**src/pkg/dpsm_pkg.sv**
```systemverilog
// Shared constants for the data path state machine block.
// Assumes a single 40 MHz management clock and a 32-bit Avalon-MM slave.
package dpsm_pkg;

    // ============================================================
    // Clock and timing
    localparam int CLK_PERIOD_NS = 25;
    localparam int COPY_TIME_NS = 500;
    // Least time, so rounded up
    localparam int COPY_CYCLES = (COPY_TIME_NS + CLK_PERIOD_NS - 1) / CLK_PERIOD_NS;

    // ============================================================
    // Register byte offsets
    localparam logic [5:0] OFS_DEINIT = 6'h00;
    localparam logic [5:0] OFS_TX_CTRL = 6'h04;
    localparam logic [5:0] OFS_RX_CTRL = 6'h08;
    localparam logic [5:0] OFS_APPLY_INIT0 = 6'h0C;
    localparam logic [5:0] OFS_APPLY_INIT1 = 6'h10;
    localparam logic [5:0] OFS_APPLY_NOW = 6'h14;
    localparam logic [5:0] OFS_STATUS = 6'h18;
    localparam logic [5:0] OFS_RX_STATUS = 6'h1C;

    // ============================================================
    // Field positions and reset values
    localparam int FLD_HI_LSB = 8;
    localparam int FLD_STATE_LSB = 0;
    localparam int FLD_PENDING_LSB = 8;
    localparam int FLD_EXISTS = 16;
    localparam int FLD_NO_HITLESS = 17;
    localparam int FLD_COPY_BUSY = 18;
    localparam logic [31:0] RST_DEINIT = 32'h0000_00FF;
    localparam logic [31:0] RST_TX_CTRL = 32'h0000_0000;
    localparam logic [31:0] RST_RX_CTRL = 32'h0000_0000;

    // ============================================================
    // Path states, one-hot
    typedef enum logic [6:0] {
        ST_IDLE = 7'h01,
        ST_INIT = 7'h02,
        ST_READY = 7'h04,
        ST_TEARDOWN = 7'h08,
        ST_TX_ON = 7'h10,
        ST_ACTIVE = 7'h20,
        ST_TX_OFF = 7'h40
    } dpsm_state_t;

    // States in which initialized Rx resources must forward
    function automatic logic dpsm_rx_fwd(input dpsm_state_t s);
        return (s == ST_READY) || (s == ST_TX_ON) || (s == ST_TX_OFF) || (s == ST_ACTIVE);
    endfunction

    // Byte-enable merge of a write into a stored word
    function automatic logic [31:0] dpsm_merge(input logic [31:0] old_v,
                                               input logic [31:0] new_v,
                                               input logic [3:0] be);
        logic [31:0] r;
        r = old_v;
        for (int b = 0; b < 4; b++) begin
            if (be[b]) begin
                r[b*8 +: 8] = new_v[b*8 +: 8];
            end
        end
        return r;
    endfunction

endpackage

```
**src/core/dpsm_copy.sv**
```systemverilog
// Staged-to-active control set copy engine for one data path.
// Assumes start pulses only arrive while busy is low.
`timescale 1ns/100ps
`default_nettype none
module dpsm_copy
    import dpsm_pkg::*;
#(
    parameter int LANES = 8
) (
    input wire logic ref_clk,
    input wire logic rst,
    input wire logic start,
    input wire logic start_with_init,
    input wire logic [LANES-1:0] start_lanes,
    input wire logic copy_error,
    output logic busy,
    output logic done,
    output logic done_with_init,
    output logic [LANES-1:0] done_lanes
);
    logic [7:0] count;
    logic with_init;

    // ============================================================
    // Copy timer
    always_ff @(posedge ref_clk or posedge rst) begin
        if (rst) begin
            busy <= 1'b0;
            count <= 8'h00;
        end else if (start && !busy) begin
            busy <= 1'b1;
            count <= 8'(COPY_CYCLES - 1);
        end else if (busy) begin
            if (count == 8'h00) begin
                busy <= 1'b0;
            end else begin
                count <= count - 8'h01;
            end
        end
    end

    always_ff @(posedge ref_clk or posedge rst) begin
        if (rst) begin
            with_init <= 1'b0;
            done_lanes <= '0;
        end else if (start && !busy) begin
            with_init <= start_with_init;
            done_lanes <= start_lanes;
        end
    end

    // A failed copy reports no completion at all
    always_ff @(posedge ref_clk or posedge rst) begin
        if (rst) begin
            done <= 1'b0;
            done_with_init <= 1'b0;
        end else begin
            done <= busy && (count == 8'h00) && !copy_error;
            done_with_init <= busy && (count == 8'h00) && !copy_error && with_init;
        end
    end
endmodule
`default_nettype wire

```
**src/core/dpsm_core.sv**
```systemverilog
// Data path state machine for one data path, with its control registers.
// Assumes module-level state arrives as synchronous levels and that the
// data path resources report completion by one-cycle done pulses.
//
// What this block does
// - Redeinit is deinit OR pending term
// - Pending term ORs all host lanes
// - Apply-with-init copy sets pending lanes together
// - Apply-now copy never sets pending bits
// - Pending bits cleared while initializing
// - No-hitless: redeinit equals deinit only
// - Deactivate ORs redeinit, disable, squelch terms
// - Disable/squelch terms OR all media lanes
// - One lane off drives path to ready
// - Module reset tears down the path
// - Module fault overrides path behaviour
// - Idle: Tx quiet, go init when not deinit
// - Init: Tx quiet, teardown or ready
// - Ready: Tx quiet, teardown or enable
// - Teardown: deinitialize, then go idle
// - Enabling/active exit on deactivate signal
// - Disabling returns ready when outputs off
// - Initialized Rx forwards in four states
// - Rx muted in idle, init, teardown
// - Host Rx off always mutes
// - Enabled auto squelch mutes Rx
// - Rx status always shows actual output
// - Deinit from module state, power, lanes
// - Path starts in idle state
`timescale 1ns/100ps
`default_nettype none
module dpsm_core
    import dpsm_pkg::*;
#(
    parameter int LANES = 8,
    parameter int MLANES = 8,
    parameter bit NO_HITLESS_RECONFIG_ADV = 1'b0
) (
    input wire logic ref_clk,
    input wire logic rst,
    // Avalon-MM slave
    input wire logic [5:0] avs_address,
    input wire logic avs_read,
    input wire logic avs_write,
    input wire logic [31:0] avs_writedata,
    input wire logic [3:0] avs_byteenable,
    output logic [31:0] avs_readdata,
    output logic avs_waitrequest,
    // Module state machine
    input wire logic module_ready,
    input wire logic low_power_signal,
    input wire logic module_reset_signal,
    input wire logic module_fault_state,
    // Data path resources
    input wire logic init_done,
    input wire logic deinit_done,
    input wire logic tx_on_done,
    input wire logic tx_off_done,
    input wire logic copy_error,
    input wire logic [LANES-1:0] rx_in_valid,
    input wire logic [LANES-1:0] rx_sq_cond,
    output logic [MLANES-1:0] tx_out_enable,
    output logic [LANES-1:0] rx_out_enable,
    output logic [6:0] path_state,
    output logic path_exists
);
    // ============================================================
    // Register storage
    logic [LANES-1:0] lane_deinit_ctrl;
    logic [MLANES-1:0] tx_lane_out_off_ctrl;
    logic [MLANES-1:0] tx_lane_force_mute_ctrl;
    logic [LANES-1:0] rx_out_off_ctrl;
    logic [LANES-1:0] rx_auto_sq_en;
    logic [LANES-1:0] lane_init_pending_bit;
    logic rx_res_ready;
    logic ack;
    logic [31:0] next_readdata;

    dpsm_state_t state;
    dpsm_state_t next_state;

    logic path_deinit_signal;
    logic path_redeinit_signal;
    logic path_deactivate_signal;
    logic reinit_pending_term;
    logic tx_disable_any_term;
    logic tx_squelch_any_term;
    logic sm_run;

    logic copy_start;
    logic copy_start_init;
    logic copy_busy;
    logic copy_done;
    logic copy_done_init;
    logic [LANES-1:0] copy_lanes;
    logic [LANES-1:0] rx_out_status;
    logic [31:0] merged_deinit;
    logic [31:0] merged_tx;
    logic [31:0] merged_rx;

    wire logic req = avs_read || avs_write;
    // Write lands at the edge that sees waitrequest low
    wire logic wr_take = avs_write && ack;

    // Byte-merged register words, sliced into fields below
    assign merged_deinit = dpsm_merge(32'(lane_deinit_ctrl), avs_writedata, avs_byteenable);
    assign merged_tx = dpsm_merge({16'h0000, tx_lane_force_mute_ctrl, tx_lane_out_off_ctrl},
        avs_writedata, avs_byteenable);
    assign merged_rx = dpsm_merge({16'h0000, rx_auto_sq_en, rx_out_off_ctrl},
        avs_writedata, avs_byteenable);

    // ============================================================
    // Avalon-MM slave: one wait state, answer on the second edge
    assign avs_waitrequest = req && !ack;

    always_ff @(posedge ref_clk or posedge rst) begin
        if (rst) begin
            ack <= 1'b0;
        end else begin
            ack <= req && !ack;
        end
    end

    always_comb begin
        next_readdata = 32'h0000_0000;
        case (avs_address)
            OFS_DEINIT: next_readdata[LANES-1:0] = lane_deinit_ctrl;
            OFS_TX_CTRL: begin
                next_readdata[MLANES-1:0] = tx_lane_out_off_ctrl;
                next_readdata[FLD_HI_LSB +: MLANES] = tx_lane_force_mute_ctrl;
            end
            OFS_RX_CTRL: begin
                next_readdata[LANES-1:0] = rx_out_off_ctrl;
                next_readdata[FLD_HI_LSB +: LANES] = rx_auto_sq_en;
            end
            OFS_STATUS: begin
                next_readdata[FLD_STATE_LSB +: 7] = state;
                next_readdata[FLD_PENDING_LSB +: LANES] = lane_init_pending_bit;
                next_readdata[FLD_EXISTS] = path_exists;
                next_readdata[FLD_NO_HITLESS] = NO_HITLESS_RECONFIG_ADV;
                next_readdata[FLD_COPY_BUSY] = copy_busy;
            end
            OFS_RX_STATUS: next_readdata[LANES-1:0] = rx_out_status;
            default: next_readdata = 32'h0000_0000;
        endcase
    end

    // Data captured on the first edge stands at the accepting edge
    always_ff @(posedge ref_clk or posedge rst) begin
        if (rst) begin
            avs_readdata <= 32'h0000_0000;
        end else if (avs_read && !ack) begin
            avs_readdata <= next_readdata;
        end
    end

    always_ff @(posedge ref_clk or posedge rst) begin
        if (rst) begin
            lane_deinit_ctrl <= RST_DEINIT[LANES-1:0];
        end else if (wr_take && avs_address == OFS_DEINIT) begin
            lane_deinit_ctrl <= merged_deinit[LANES-1:0];
        end
    end

    always_ff @(posedge ref_clk or posedge rst) begin
        if (rst) begin
            tx_lane_out_off_ctrl <= RST_TX_CTRL[MLANES-1:0];
            tx_lane_force_mute_ctrl <= RST_TX_CTRL[FLD_HI_LSB +: MLANES];
        end else if (wr_take && avs_address == OFS_TX_CTRL) begin
            tx_lane_out_off_ctrl <= merged_tx[MLANES-1:0];
            tx_lane_force_mute_ctrl <= merged_tx[FLD_HI_LSB +: MLANES];
        end
    end

    always_ff @(posedge ref_clk or posedge rst) begin
        if (rst) begin
            rx_out_off_ctrl <= RST_RX_CTRL[LANES-1:0];
            rx_auto_sq_en <= RST_RX_CTRL[FLD_HI_LSB +: LANES];
        end else if (wr_take && avs_address == OFS_RX_CTRL) begin
            rx_out_off_ctrl <= merged_rx[LANES-1:0];
            rx_auto_sq_en <= merged_rx[FLD_HI_LSB +: LANES];
        end
    end

    // ============================================================
    // Apply triggers: lane mask in the low byte; ignored while busy
    assign copy_start = wr_take && !copy_busy && (avs_address == OFS_APPLY_INIT0
        || avs_address == OFS_APPLY_INIT1 || avs_address == OFS_APPLY_NOW);
    assign copy_start_init = avs_address != OFS_APPLY_NOW;

    dpsm_copy #(
        .LANES(LANES)
    ) u_copy (
        .ref_clk(ref_clk),
        .rst(rst),
        .start(copy_start),
        .start_with_init(copy_start_init),
        .start_lanes(avs_writedata[LANES-1:0]),
        .copy_error(copy_error),
        .busy(copy_busy),
        .done(copy_done),
        .done_with_init(copy_done_init),
        .done_lanes(copy_lanes)
    );

    // Set beats the clear in the same cycle; the path then cycles again
    always_ff @(posedge ref_clk or posedge rst) begin
        if (rst) begin
            lane_init_pending_bit <= '0;
        end else if (module_reset_signal) begin
            lane_init_pending_bit <= '0;
        end else if (copy_done_init) begin
            lane_init_pending_bit <= lane_init_pending_bit | copy_lanes;
        end else if (state == ST_INIT) begin
            lane_init_pending_bit <= '0;
        end
    end

    // ============================================================
    // Transition signals
    assign path_deinit_signal = !module_ready || low_power_signal || (|lane_deinit_ctrl);
    assign reinit_pending_term = |lane_init_pending_bit;
    assign path_redeinit_signal = path_deinit_signal
        || (!NO_HITLESS_RECONFIG_ADV && reinit_pending_term);
    assign tx_disable_any_term = |tx_lane_out_off_ctrl;
    assign tx_squelch_any_term = |tx_lane_force_mute_ctrl;
    assign path_deactivate_signal = path_redeinit_signal || tx_disable_any_term
        || tx_squelch_any_term;

    // Fault freezes the machine until it clears; a module reset still forces idle
    assign sm_run = !module_reset_signal && !module_fault_state;

    // ============================================================
    // State machine
    always_comb begin
        next_state = state;
        case (state)
            ST_IDLE: begin
                if (!path_deinit_signal) begin
                    next_state = ST_INIT;
                end
            end
            ST_INIT: begin
                if (path_deinit_signal) begin
                    next_state = ST_TEARDOWN;
                end else if (init_done) begin
                    next_state = ST_READY;
                end
            end
            ST_READY: begin
                if (path_redeinit_signal) begin
                    next_state = ST_TEARDOWN;
                end else if (!path_deactivate_signal) begin
                    next_state = ST_TX_ON;
                end
            end
            ST_TEARDOWN: begin
                if (deinit_done) begin
                    next_state = ST_IDLE;
                end
            end
            ST_TX_ON: begin
                if (path_deactivate_signal) begin
                    next_state = ST_TX_OFF;
                end else if (tx_on_done) begin
                    next_state = ST_ACTIVE;
                end
            end
            ST_ACTIVE: begin
                if (path_deactivate_signal) begin
                    next_state = ST_TX_OFF;
                end
            end
            ST_TX_OFF: begin
                if (tx_off_done) begin
                    next_state = ST_READY;
                end
            end
            default: next_state = ST_IDLE;
        endcase
    end

    always_ff @(posedge ref_clk or posedge rst) begin
        if (rst) begin
            state <= ST_IDLE;
        end else if (module_reset_signal) begin
            state <= ST_IDLE;
        end else if (sm_run) begin
            state <= next_state;
        end
    end

    // Instance is gone under module reset, recreated after it
    always_ff @(posedge ref_clk or posedge rst) begin
        if (rst) begin
            path_exists <= 1'b0;
        end else begin
            path_exists <= !module_reset_signal;
        end
    end

    assign path_state = state;

    // ============================================================
    // Tx outputs: quiet unless turning on or active, per-lane gated
    always_ff @(posedge ref_clk or posedge rst) begin
        if (rst) begin
            tx_out_enable <= '0;
        end else if (!sm_run) begin
            tx_out_enable <= '0;
        end else begin
            tx_out_enable <= {MLANES{state == ST_TX_ON || state == ST_ACTIVE}}
                & ~tx_lane_out_off_ctrl & ~tx_lane_force_mute_ctrl;
        end
    end

    // ============================================================
    // Rx path: resources count as ready after the first init pass
    always_ff @(posedge ref_clk or posedge rst) begin
        if (rst) begin
            rx_res_ready <= 1'b0;
        end else if (module_reset_signal) begin
            rx_res_ready <= 1'b0;
        end else if (state == ST_INIT && next_state == ST_READY && sm_run) begin
            rx_res_ready <= 1'b1;
        end
    end

    dpsm_rx_out #(
        .LANES(LANES)
    ) u_rx (
        .ref_clk(ref_clk),
        .rst(rst),
        .forward(rx_res_ready && dpsm_rx_fwd(state) && sm_run),
        .rx_in_valid(rx_in_valid),
        .rx_out_off_ctrl(rx_out_off_ctrl),
        .rx_auto_sq_en(rx_auto_sq_en),
        .rx_sq_cond(rx_sq_cond),
        .rx_out_enable(rx_out_enable)
    );

    // Status reads the driven output itself
    assign rx_out_status = rx_out_enable;
endmodule
`default_nettype wire

```
**src/core/dpsm_rx_out.sv**
```systemverilog
// Registered Rx host-lane output gating for one data path.
// Assumes the enable terms are synchronous to ref_clk.
`timescale 1ns/100ps
`default_nettype none
module dpsm_rx_out
    import dpsm_pkg::*;
#(
    parameter int LANES = 8
) (
    input wire logic ref_clk,
    input wire logic rst,
    input wire logic forward,
    input wire logic [LANES-1:0] rx_in_valid,
    input wire logic [LANES-1:0] rx_out_off_ctrl,
    input wire logic [LANES-1:0] rx_auto_sq_en,
    input wire logic [LANES-1:0] rx_sq_cond,
    output logic [LANES-1:0] rx_out_enable
);
    // Host mute and auto squelch override every path state
    always_ff @(posedge ref_clk or posedge rst) begin
        if (rst) begin
            rx_out_enable <= '0;
        end else begin
            rx_out_enable <= rx_in_valid & ~rx_out_off_ctrl & ~(rx_auto_sq_en & rx_sq_cond)
                & {LANES{forward}};
        end
    end
endmodule
`default_nettype wire

```
**config.mk**
```make
export PLATFORM = sky130hd
export DESIGN_NAME = dpsm_core
export DESIGN_NICKNAME = d
export VERILOG_FILES = /design/src/pkg/dpsm_pkg.sv /design/src/core/dpsm_copy.sv /design/src/core/dpsm_core.sv /design/src/core/dpsm_rx_out.sv
export SDC_FILE = /design/constraint.sdc
export NUM_CORES = 1
export LEC_CHECK = 0
export ABC_CLOCK_PERIOD_IN_PS = 4400
export BUFFER_PORTS_ARGS = -buffer_cell sky130_fd_sc_hd__buf_2
export CAP_MARGIN = 25
export CORE_MARGIN = 4
export CORE_UTILIZATION = 44
export DETAILED_ROUTE_END_ITERATION = 8
export GPL_TIMING_DRIVEN = 0
export PLACE_DENSITY = 0.68
export SLEW_MARGIN = 10
export SYNTH_ARGS = -nofsm -noshare
export SYNTH_HDL_FRONTEND = slang
export SYNTH_HIERARCHICAL = 1
export SYNTH_SLANG_ARGS = --single-unit
```
**constraint.sdc**
```tcl
create_clock -name ref_clk -period 4.4 [get_ports ref_clk]
set_clock_uncertainty 0.15 [all_clocks]
set_input_delay 0.22 -clock ref_clk [delete_from_list [all_inputs] [get_ports ref_clk]]
set_output_delay 0.22 -clock ref_clk [all_outputs]
set_load 0.005 [all_outputs]
```
Yosys cells after proc, flatten, opt, wreduce, memory -nomap -nowiden
Index checks and enable logic that the tools add are counted.
{"block": "totals", "in_bits": 71, "reg_bits": 112, "wordCells": 127, "out_inout_bits": 57}
{"block": "classes", "eq_ne": 17, "n_mux": 29, "bitwise_logic": 11, "addsub": 1, "n_reduce_logical": 51}
{"op": "$mux 7", "n": 12}
{"op": "$mux 8", "n": 7}
{"op": "$pmux 7 s7", "n": 1}
{"op": "$and 8x8->8", "n": 6}
{"op": "$pmux 7 s5", "n": 1}
{"op": "$not 8->8", "n": 4}
{"op": "$reduce_or 8->1", "n": 4}
{"op": "$eq 6x5->1 const B", "n": 4}
{"op": "$pmux 8 s3", "n": 1}
{"op": "$logic_and 1x1->1", "n": 17}
{"op": "$eq 7x3->1 const B", "n": 2}
{"op": "$eq 6x4->1 const B", "n": 2}
{"op": "$logic_or 1x1->1", "n": 12}
{"op": "$reduce_and 2->1", "n": 6}
{"op": "$logic_not 8->1", "n": 1}
{"op": "$or 8x8->8", "n": 1}
{"op": "$sub 8x1->8 const B", "n": 1}
{"op": "$eq 7x1->1 const B", "n": 1}
{"op": "$eq 7x2->1 const B", "n": 1}
{"op": "$eq 7x4->1 const B", "n": 1}
{"op": "$eq 7x5->1 const B", "n": 1}
{"op": "$eq 7x6->1 const B", "n": 1}
{"op": "$eq 7x7->1 const B", "n": 1}
{"op": "$eq 6x3->1 const B", "n": 1}
{"op": "9 further kinds", "n": 20}

Longest topological paths before layout
Gate-level depths: netlist (run 1).
{"block": "depth", "ltp_word": 14, "depth_mapped": 8, "mapped_depth_nobuf": 6}

Hierarchy
Netlist (run 1), hierarchy kept.
{"mod": "dpsm_core", "instances": 1, "area_each_um2": 4117.7, "cells_per_inst": 383}
{"mod": "dpsm_copy", "instances": 1, "area_each_um2": 918.4, "cells_per_inst": 96}
{"mod": "dpsm_rx_out", "instances": 1, "area_each_um2": 345.3, "cells_per_inst": 26}

Worst setup path before layout (run 1)
No wires, ideal clock.
{"block": "synth_path", "path_kind": "input -> register", "startpoint": "input avs_address[4]", "endpoint": "register u_copy.done_lanes[1]", "path_buffers": 3, "setup_time_ps": 65, "arrival_ps": 1911, "slack_ps": 2274, "required_time_ps": 4185, "cell_stages": 8, "path_cell_list": "clkbuf_1 clkbuf_1 mux2_2 nor2_1 and2b_1 clkbuf_1 nand2_1 nand2_1"}
{"block": "synth_between", "elab_chain_cells": 5, "word_cells_on_any_way": 7, "classes_between": "eq/ne (3); reduce/logical (4)"}
{"item": "from (decl)", "line_no": "dpsm_core.sv:42", "text": "input wire logic [5:0] avs_address,"}
{"item": "$eq 6x4->1 or $eq 6x5->1 (tied branches)", "line_no": "dpsm_core.sv:187, dpsm_core.sv:188"}
{"item": "$logic_or 1x1->1", "line_no": "dpsm_core.sv:188", "text": "|| avs_address == OFS_APPLY_INIT1 || avs_address == OFS_APPLY_NOW);"}
{"item": "$logic_or 1x1->1 (*)", "line_no": "dpsm_core.sv:188"}
{"item": "$logic_and 1x1->1 (*)", "line_no": "dpsm_core.sv:187", "text": "assign copy_start = wr_take && !copy_busy && (avs_address == OFS_APPLY_INIT0"}
{"item": "named net copy_start", "line_no": "dpsm_core.sv:90", "text": "logic copy_start;"}
{"item": "$logic_and 1x1->1 (*)", "line_no": "dpsm_copy.sv:46", "text": "end else if (start && !busy) begin"}
{"item": "to (signal assigned)", "line_no": "dpsm_copy.sv:48", "text": "done_lanes <= start_lanes;"}
{"item": "to (decl)", "line_no": "dpsm_copy.sv:19", "text": "output logic [LANES-1:0] done_lanes"}
The timed path passes the listed nets; every way through them passes the cells marked *.
A chain may end at the register's enable or synchronous reset.

Worst setup path in the final report (run 1)
{"block": "layout_path", "startpoint": "register state[5], in the netlist path_state[5]", "endpoint": "register u_rx.rx_out_enable[2]"}
{"block": "layout_between", "elab_chain_cells": 7, "word_cells_on_any_way": 10, "classes_between": "eq/ne (4); bitwise (1); reduce/logical (5)"}
{"item": "from (decl)", "line_no": "dpsm_core.sv:79", "text": "dpsm_state_t state;"}
{"item": "from (signal assigned)", "line_no": "dpsm_core.sv:289", "text": "state <= next_state;"}
{"item": "$eq 7x3->1 or $eq 7x5->1 (tied branches)", "line_no": "dpsm_pkg.sv:49", "text": "return (s == ST_READY) || (s == ST_TX_ON) || (s == ST_TX_OFF) || (s == ST_ACTIVE);"}
{"item": "$logic_or 1x1->1 (2 in series)", "line_no": "dpsm_pkg.sv:49"}
{"item": "$logic_or 1x1->1 (*)", "line_no": "dpsm_pkg.sv:49"}
{"item": "$logic_and 1x1->1 (*) (2 in series)", "line_no": "dpsm_core.sv:334", "text": ".forward(rx_res_ready && dpsm_rx_fwd(state) && sm_run),"}
{"item": "$and 8x8->8 (*)", "line_no": "dpsm_rx_out.sv:25", "text": "& {LANES{forward}};"}
{"item": "to (signal assigned)", "line_no": "dpsm_rx_out.sv:24", "text": "rx_out_enable <= rx_in_valid & ~rx_out_off_ctrl & ~(rx_auto_sq_en & rx_sq_cond)"}
{"item": "to (decl)", "line_no": "dpsm_rx_out.sv:17", "text": "output logic [LANES-1:0] rx_out_enable"}
Every way passes the cells marked *; elsewhere a longest branch is shown, timed or not.

==> run_results.csv, run 1 <==
group,metric,value,unit
status,status,"complete, no violations",
clocking,htreeDepth,3,
sta,fmax,357,MHz
floorplanning,die_w,118,microns
finish,postLayoutCoreUtil,56.4,%
power_and_ir_drop,power.share.clock,37.3,%
routing,drtIter0Drc,270,
sta,setup_viol,0,
routing,viasPerCell,5.43,
finish,layout_commonest_cell,"dfrtp_1",
sta,timing.hold.ws,2.20,ps
floorplanning,num_rows,40,
clocking,clock_path_buffers,2,
finish,regArea,2790,sq um
grt,grt_antenna_before_repair,0,
hold_path,hold_class,"input port to flip-flop",
sta,slew_violations,0,
finish,largest_reg_flops,18,
yosys,yosysWarnings,6,
place,gp_congestion,0.850,
place,place_ws,1820,ps
finish,fin_nets,726,
sta,rsz0062_at_grt,"false",
critical_path,cp-end-kind,"flip-flop",
critical_path,startpoint_type,"flip-flop",
power_and_ir_drop,power_switching,0.666,mW
place,placed_cells,757,
finish,final_cell_area,6750,sq um
grt,grt_max_degree,67,
floorplanning,dieHeight,118,microns
power_and_ir_drop,powerDensity,377,nW/um^2
floorplanning,core,12000,sq um
critical_path,worstPathRequired,4530,ps
critical_path,worstSetupPathType,"flip-flop to flip-flop",
power_and_ir_drop,combPwrFrac,15.2,%
sta,finalSetupTns,0,ps
finish,drive_above_1_share,26.9,%
grt,grt_pass1_vias,4546,
routing,wl,14500,microns
floorplanning,die_area,14000,sq um
clocking,cts_tree,"yes",
finish,fill_cells,1029,
place,portBuffers,93,
finish,area_growth,26.1,%
routing,post_drt_wl_per_cell,18.0,microns
yosys,netlist_area,5350,sq um
power_and_ir_drop,p_int,1.87,mW
power_and_ir_drop,worst_ir_drop_vdd,0.000182,V
clocking,clock-sinks,111,
sta,worst_slack,1600,ps
grt,grtUsageTotal,21.1,%
place,dpl.hpwl,11000,microns
power_and_ir_drop,sw_frac_of_total,26.2,%
place,placed_area,6080,sq um
routing,dr_total_vias,4375,
clocking,path_clk_slew,70,ps
clocking,clock_latency,350,ps
sta,tightestPinTransition,768,ps
grt,grt_pass1_wl,23500,microns
clocking,cts_resized,0,
finish,antenna_cells,0,
routing,dr.pass1.iters,7,
power_and_ir_drop,sequentialPowerShare,47.5,%
routing,antenna_left,0,
power_and_ir_drop,leakagePower,3.26,nW
finish,regMostFlops,"avs_readdata",
yosys,syn_inst,503,
clocking,ctsRootBufferMaster,"clkbuf_16",
routing,drc,0,
clocking,cts_buffers,9,
sta,relSlewSlack,48.7,%
finish,multi_input_area,2330,sq um
sta,hold_viol,0,
sta,layout_min_cycle_time,2800,ps
critical_path,worstPathArrival,2930,ps
floorplanning,start_util,44.7,%
finish,layout_common_cells,"102 x dfrtp_1, 98 x buf_2, 54 x nand2_1",
run,cap_violations,0,
floorplanning,io_pins,128,
power_and_ir_drop,total_power,2.54,mW
sta,min_period_over_period,63.6,%
yosys,synth_area_per_cell,10.6,sq um
finish,final_cells,805,
critical_path,crit_fanout,10,
grt,grt_overflow,0,
metal layers:
metal	track usage [%]	up-vias	share of wire, %
met2	35.2	131	50
met5	0	-	0
met3	4.11	22	5.3
met4	6.67	0	2.0
met1	27.7	2133	43
li1	-	2089	-
worst max-delay path, stage by stage (launching register included):
cell and delay, ps:
dfrtp_1 400, clkbuf_1 280, nor4b_1 570, a211oi_1 140, nor2_1 160, buf_6 160, nand2_1 80, a211oi_2 210
dlygate4sd3_1 580
cell type report:
class / instances / share of cell area, %
Clock inverter: 5 / 1.56
Tap cell: 147 / 2.73
Sequential cell: 111 / 41.3
Inverter: 15 / 0.872
Multi-Input combinational cell: 349 / 34.5
Timing Repair Buffer: 126 / 12.1
Buffer: 41 / 3.37
Clock buffer: 11 / 3.60
final timing paths:
path / startpoint / endpoint / slack, ps / cells past startpoint
worst min-delay path: avs_writedata[0] / u_copy/done_lanes[0] / 2 / 3
min in group asynchronous: rst / ack / 240 / 3
worst min register to register: u_copy/done_lanes[1] / u_copy/done_lanes[1] / 330 / 2
worst max-delay path: path_state[5] / u_rx/rx_out_enable[2] / 1600 / 8
worst max register to register: path_state[5] / u_rx/rx_out_enable[2] / 1600 / 8
max in group asynchronous: rst / u_copy/count[1] / 3200 / 3
what timing repair did:
action | in CTS | in global routing
endpoints found under the hold margin | 76 | 0
hold buffers | 32 | 0
setup buffers | 0 | 0
power by group through the flow:
stage          clock network, mW  registers, mW  logic, mW
4_1_cts                    0.958           1.21      0.389
3_5_place_dp                   0           1.23      0.370
3_3_place_gp                   0           1.22      0.351
2_1_floorplan                  0           1.21      0.240
6_report                   0.949           1.21      0.386
5_1_grt                    0.999           1.22      0.435
Note: power is estimated with default switching activity, not from simulation.
==> run 2, diff against run 1 <==
Settings changed: ABC_CLOCK_PERIOD_IN_PS 4400 to 2600.
Clock period 4.4 ns to 2.6 ns, I/O delays scaled along.
==> run_results.csv, run 2 (synthesis gave the netlist of run 1 again) <==
group,metric,value,unit
status,status,"complete, no violations",
critical_path,crit_fanout,4,
routing,post_drt_wl_per_cell,18.1,microns
clocking,clock_path_buffers,2,
power_and_ir_drop,sw_frac_of_total,26.2,%
routing,drc,0,
critical_path,reg2reg_to,"path_state[4]",
routing,drtIter0Drc,261,
hold_path,worstHoldStart,"avs_address[5]",
sta,tightestPinTransition,749,ps
critical_path,worstSetupPathType,"flip-flop to flip-flop",
sta,timing.hold.ws,37.5,ps
critical_path,cp-end-kind,"flip-flop",
clocking,clock-sinks,111,
clocking,ctsRootBufferMaster,"clkbuf_16",
power_and_ir_drop,worst_ir_drop_vdd,0.000309,V
run,cap_violations,0,
clocking,cts_setup_buffers,0,
sta,hold_viol,0,
critical_path,crit_slowest_cell,"nor4_1",
place,gp_congestion,0.850,
routing,dr.pass1.iters,5,
grt,grt_pass1_wl,23800,microns
clocking,cts_tree,"yes",
clocking,clock_latency,350,ps
critical_path,rr_worst_depth,5,
sta,min_period_over_period,91.9,%
power_and_ir_drop,p_int,3.19,mW
power_and_ir_drop,sequentialPowerShare,47.3,%
finish,antenna_cells,0,
finish,drive_above_1_share,26.6,%
floorplanning,core,12000,sq um
grt,grtUsageTotal,21.4,%
sta,slew_violations,0,
grt,grt_max_degree,67,
sta,rsz0062_at_grt,"false",
grt,grt_overflow,0,
routing,viasPerCell,5.49,
sta,setup_viol,0,
clocking,cts_resized,0,
critical_path,worstPathRequired,2710,ps
clocking,cts_buffers,9,
finish,fill_cells,1019,
finish,layout_common_cells,"102 x dfrtp_1, 98 x buf_2, 54 x nand2_1",
floorplanning,num_rows,40,
critical_path,startpoint_type,"flip-flop",
floorplanning,io_pins,128,
place,place_ws,109,ps
floorplanning,dieHeight,118,microns
sta,relSlewSlack,50.0,%
hold_path,hold_class,"input port to flip-flop",
clocking,path_clk_slew,70,ps
power_and_ir_drop,power.share.clock,37.1,%
hold_path,whs_path_depth,5,
sta,fmax,419,MHz
place,dpl.hpwl,11000,microns
critical_path,crit_chain,"nor4_1, nand4_1, nor4_1, nand3b_1, a211oi_2",
power_and_ir_drop,leakagePower,3.27,nW
power_and_ir_drop,powerDensity,632,nW/um^2
finish,fin_nets,734,
floorplanning,die_area,14000,sq um
critical_path,reg2reg_slack,210,ps
finish,layout_commonest_cell,"dfrtp_1",
finish,regMostFlops,"avs_readdata",
sta,finalSetupTns,0,ps
power_and_ir_drop,combPwrFrac,15.6,%
clocking,cts_hold_buf,40,
finish,area_growth,27.6,%
routing,dr_total_vias,4460,
grt,grt_antenna_before_repair,0,
hold_path,min_to,"u_copy/with_init",
critical_path,crit_top_cell,"nor4_1",
sta,layout_min_cycle_time,2390,ps
power_and_ir_drop,power_switching,1.13,mW
floorplanning,start_util,44.7,%
finish,postLayoutCoreUtil,57.1,%
critical_path,worstPathArrival,2500,ps
grt,grt_pass1_vias,4571,
clocking,htreeDepth,3,
critical_path,cpPeakStageDelay,540,ps
place,portBuffers,93,
floorplanning,die_w,118,microns
routing,wl,14700,microns
routing,antenna_left,0,
finish,largest_reg_flops,18,
critical_path,timing.rr.start,"tx_lane_force_mute_ctrl[7]",
sta,worst_slack,212,ps
[run 2: layer usage]
layer,routed length [microns],global-route usage [%],vias up
met4,345,7.33,0
met1,6280,28.4,2190
li1,-,-,2101
met3,745,3.78,25
met5,0,0,-
met2,7340,35.4,144
[run 2: worst max-delay path by stage]
stage / startpoint / end / slack [ps] / depth (start not counted)
3_5_place_dp: avs_address[4] / u_copy/done_lanes[2] / 110 / 8
4_1_cts: tx_lane_force_mute_ctrl[7] / path_state[4] / 180 / 5
5_1_grt: tx_lane_force_mute_ctrl[7] / path_state[4] / 70 / 5
6_report: tx_lane_force_mute_ctrl[7] / path_state[4] / 210 / 5
2_1_floorplan: rst / ack / 170 / 1
3_3_place_gp: rst / avs_readdata[3] / -800 / 2
[run 2: cell type report]
type	count	area [sq um]	share of cell area [%]
Clock inverter	5	105	1.54
Tap cell	147	184	2.69
Buffer	41	228	3.34
Inverter	15	58.8	0.861
Sequential cell	111	2790	40.8
Multi-Input combinational cell	349	2330	34.1
Timing Repair Buffer	134	893	13.1
Clock buffer	11	243	3.56
[run 2: power by group through the flow]
| stage | Combinational, mW | Clock (mW) | Sequential, mW |
|---|---|---|---|
| 2_1_floorplan | 0.406 | 0 | 2.04 |
| 3_3_place_gp | 0.594 | 0 | 2.06 |
| 3_5_place_dp | 0.626 | 0 | 2.07 |
| 4_1_cts | 0.676 | 1.62 | 2.04 |
| 5_1_grt | 0.757 | 1.69 | 2.07 |
| 6_report | 0.674 | 1.60 | 2.04 |
[run 2: worst max-delay path, delay by kind of cell (launching register included)]
kind | cells | cell delay [ps]
AND/OR/NAND/NOR | 4 | 1520
flip-flops | 1 | 410
AO/OA/AOI/OAI | 1 | 230
[run 2: metrics by stage]
stage	area, sq um	std cells	power (mW)
2_1_floorplan	5400	516	2.45
3_3_place_gp	6050	756	2.65
3_5_place_dp	6080	757	2.70
4_1_cts	6830	813	4.34
5_1_grt	6830	813	4.52
6_report	6830	813	4.32
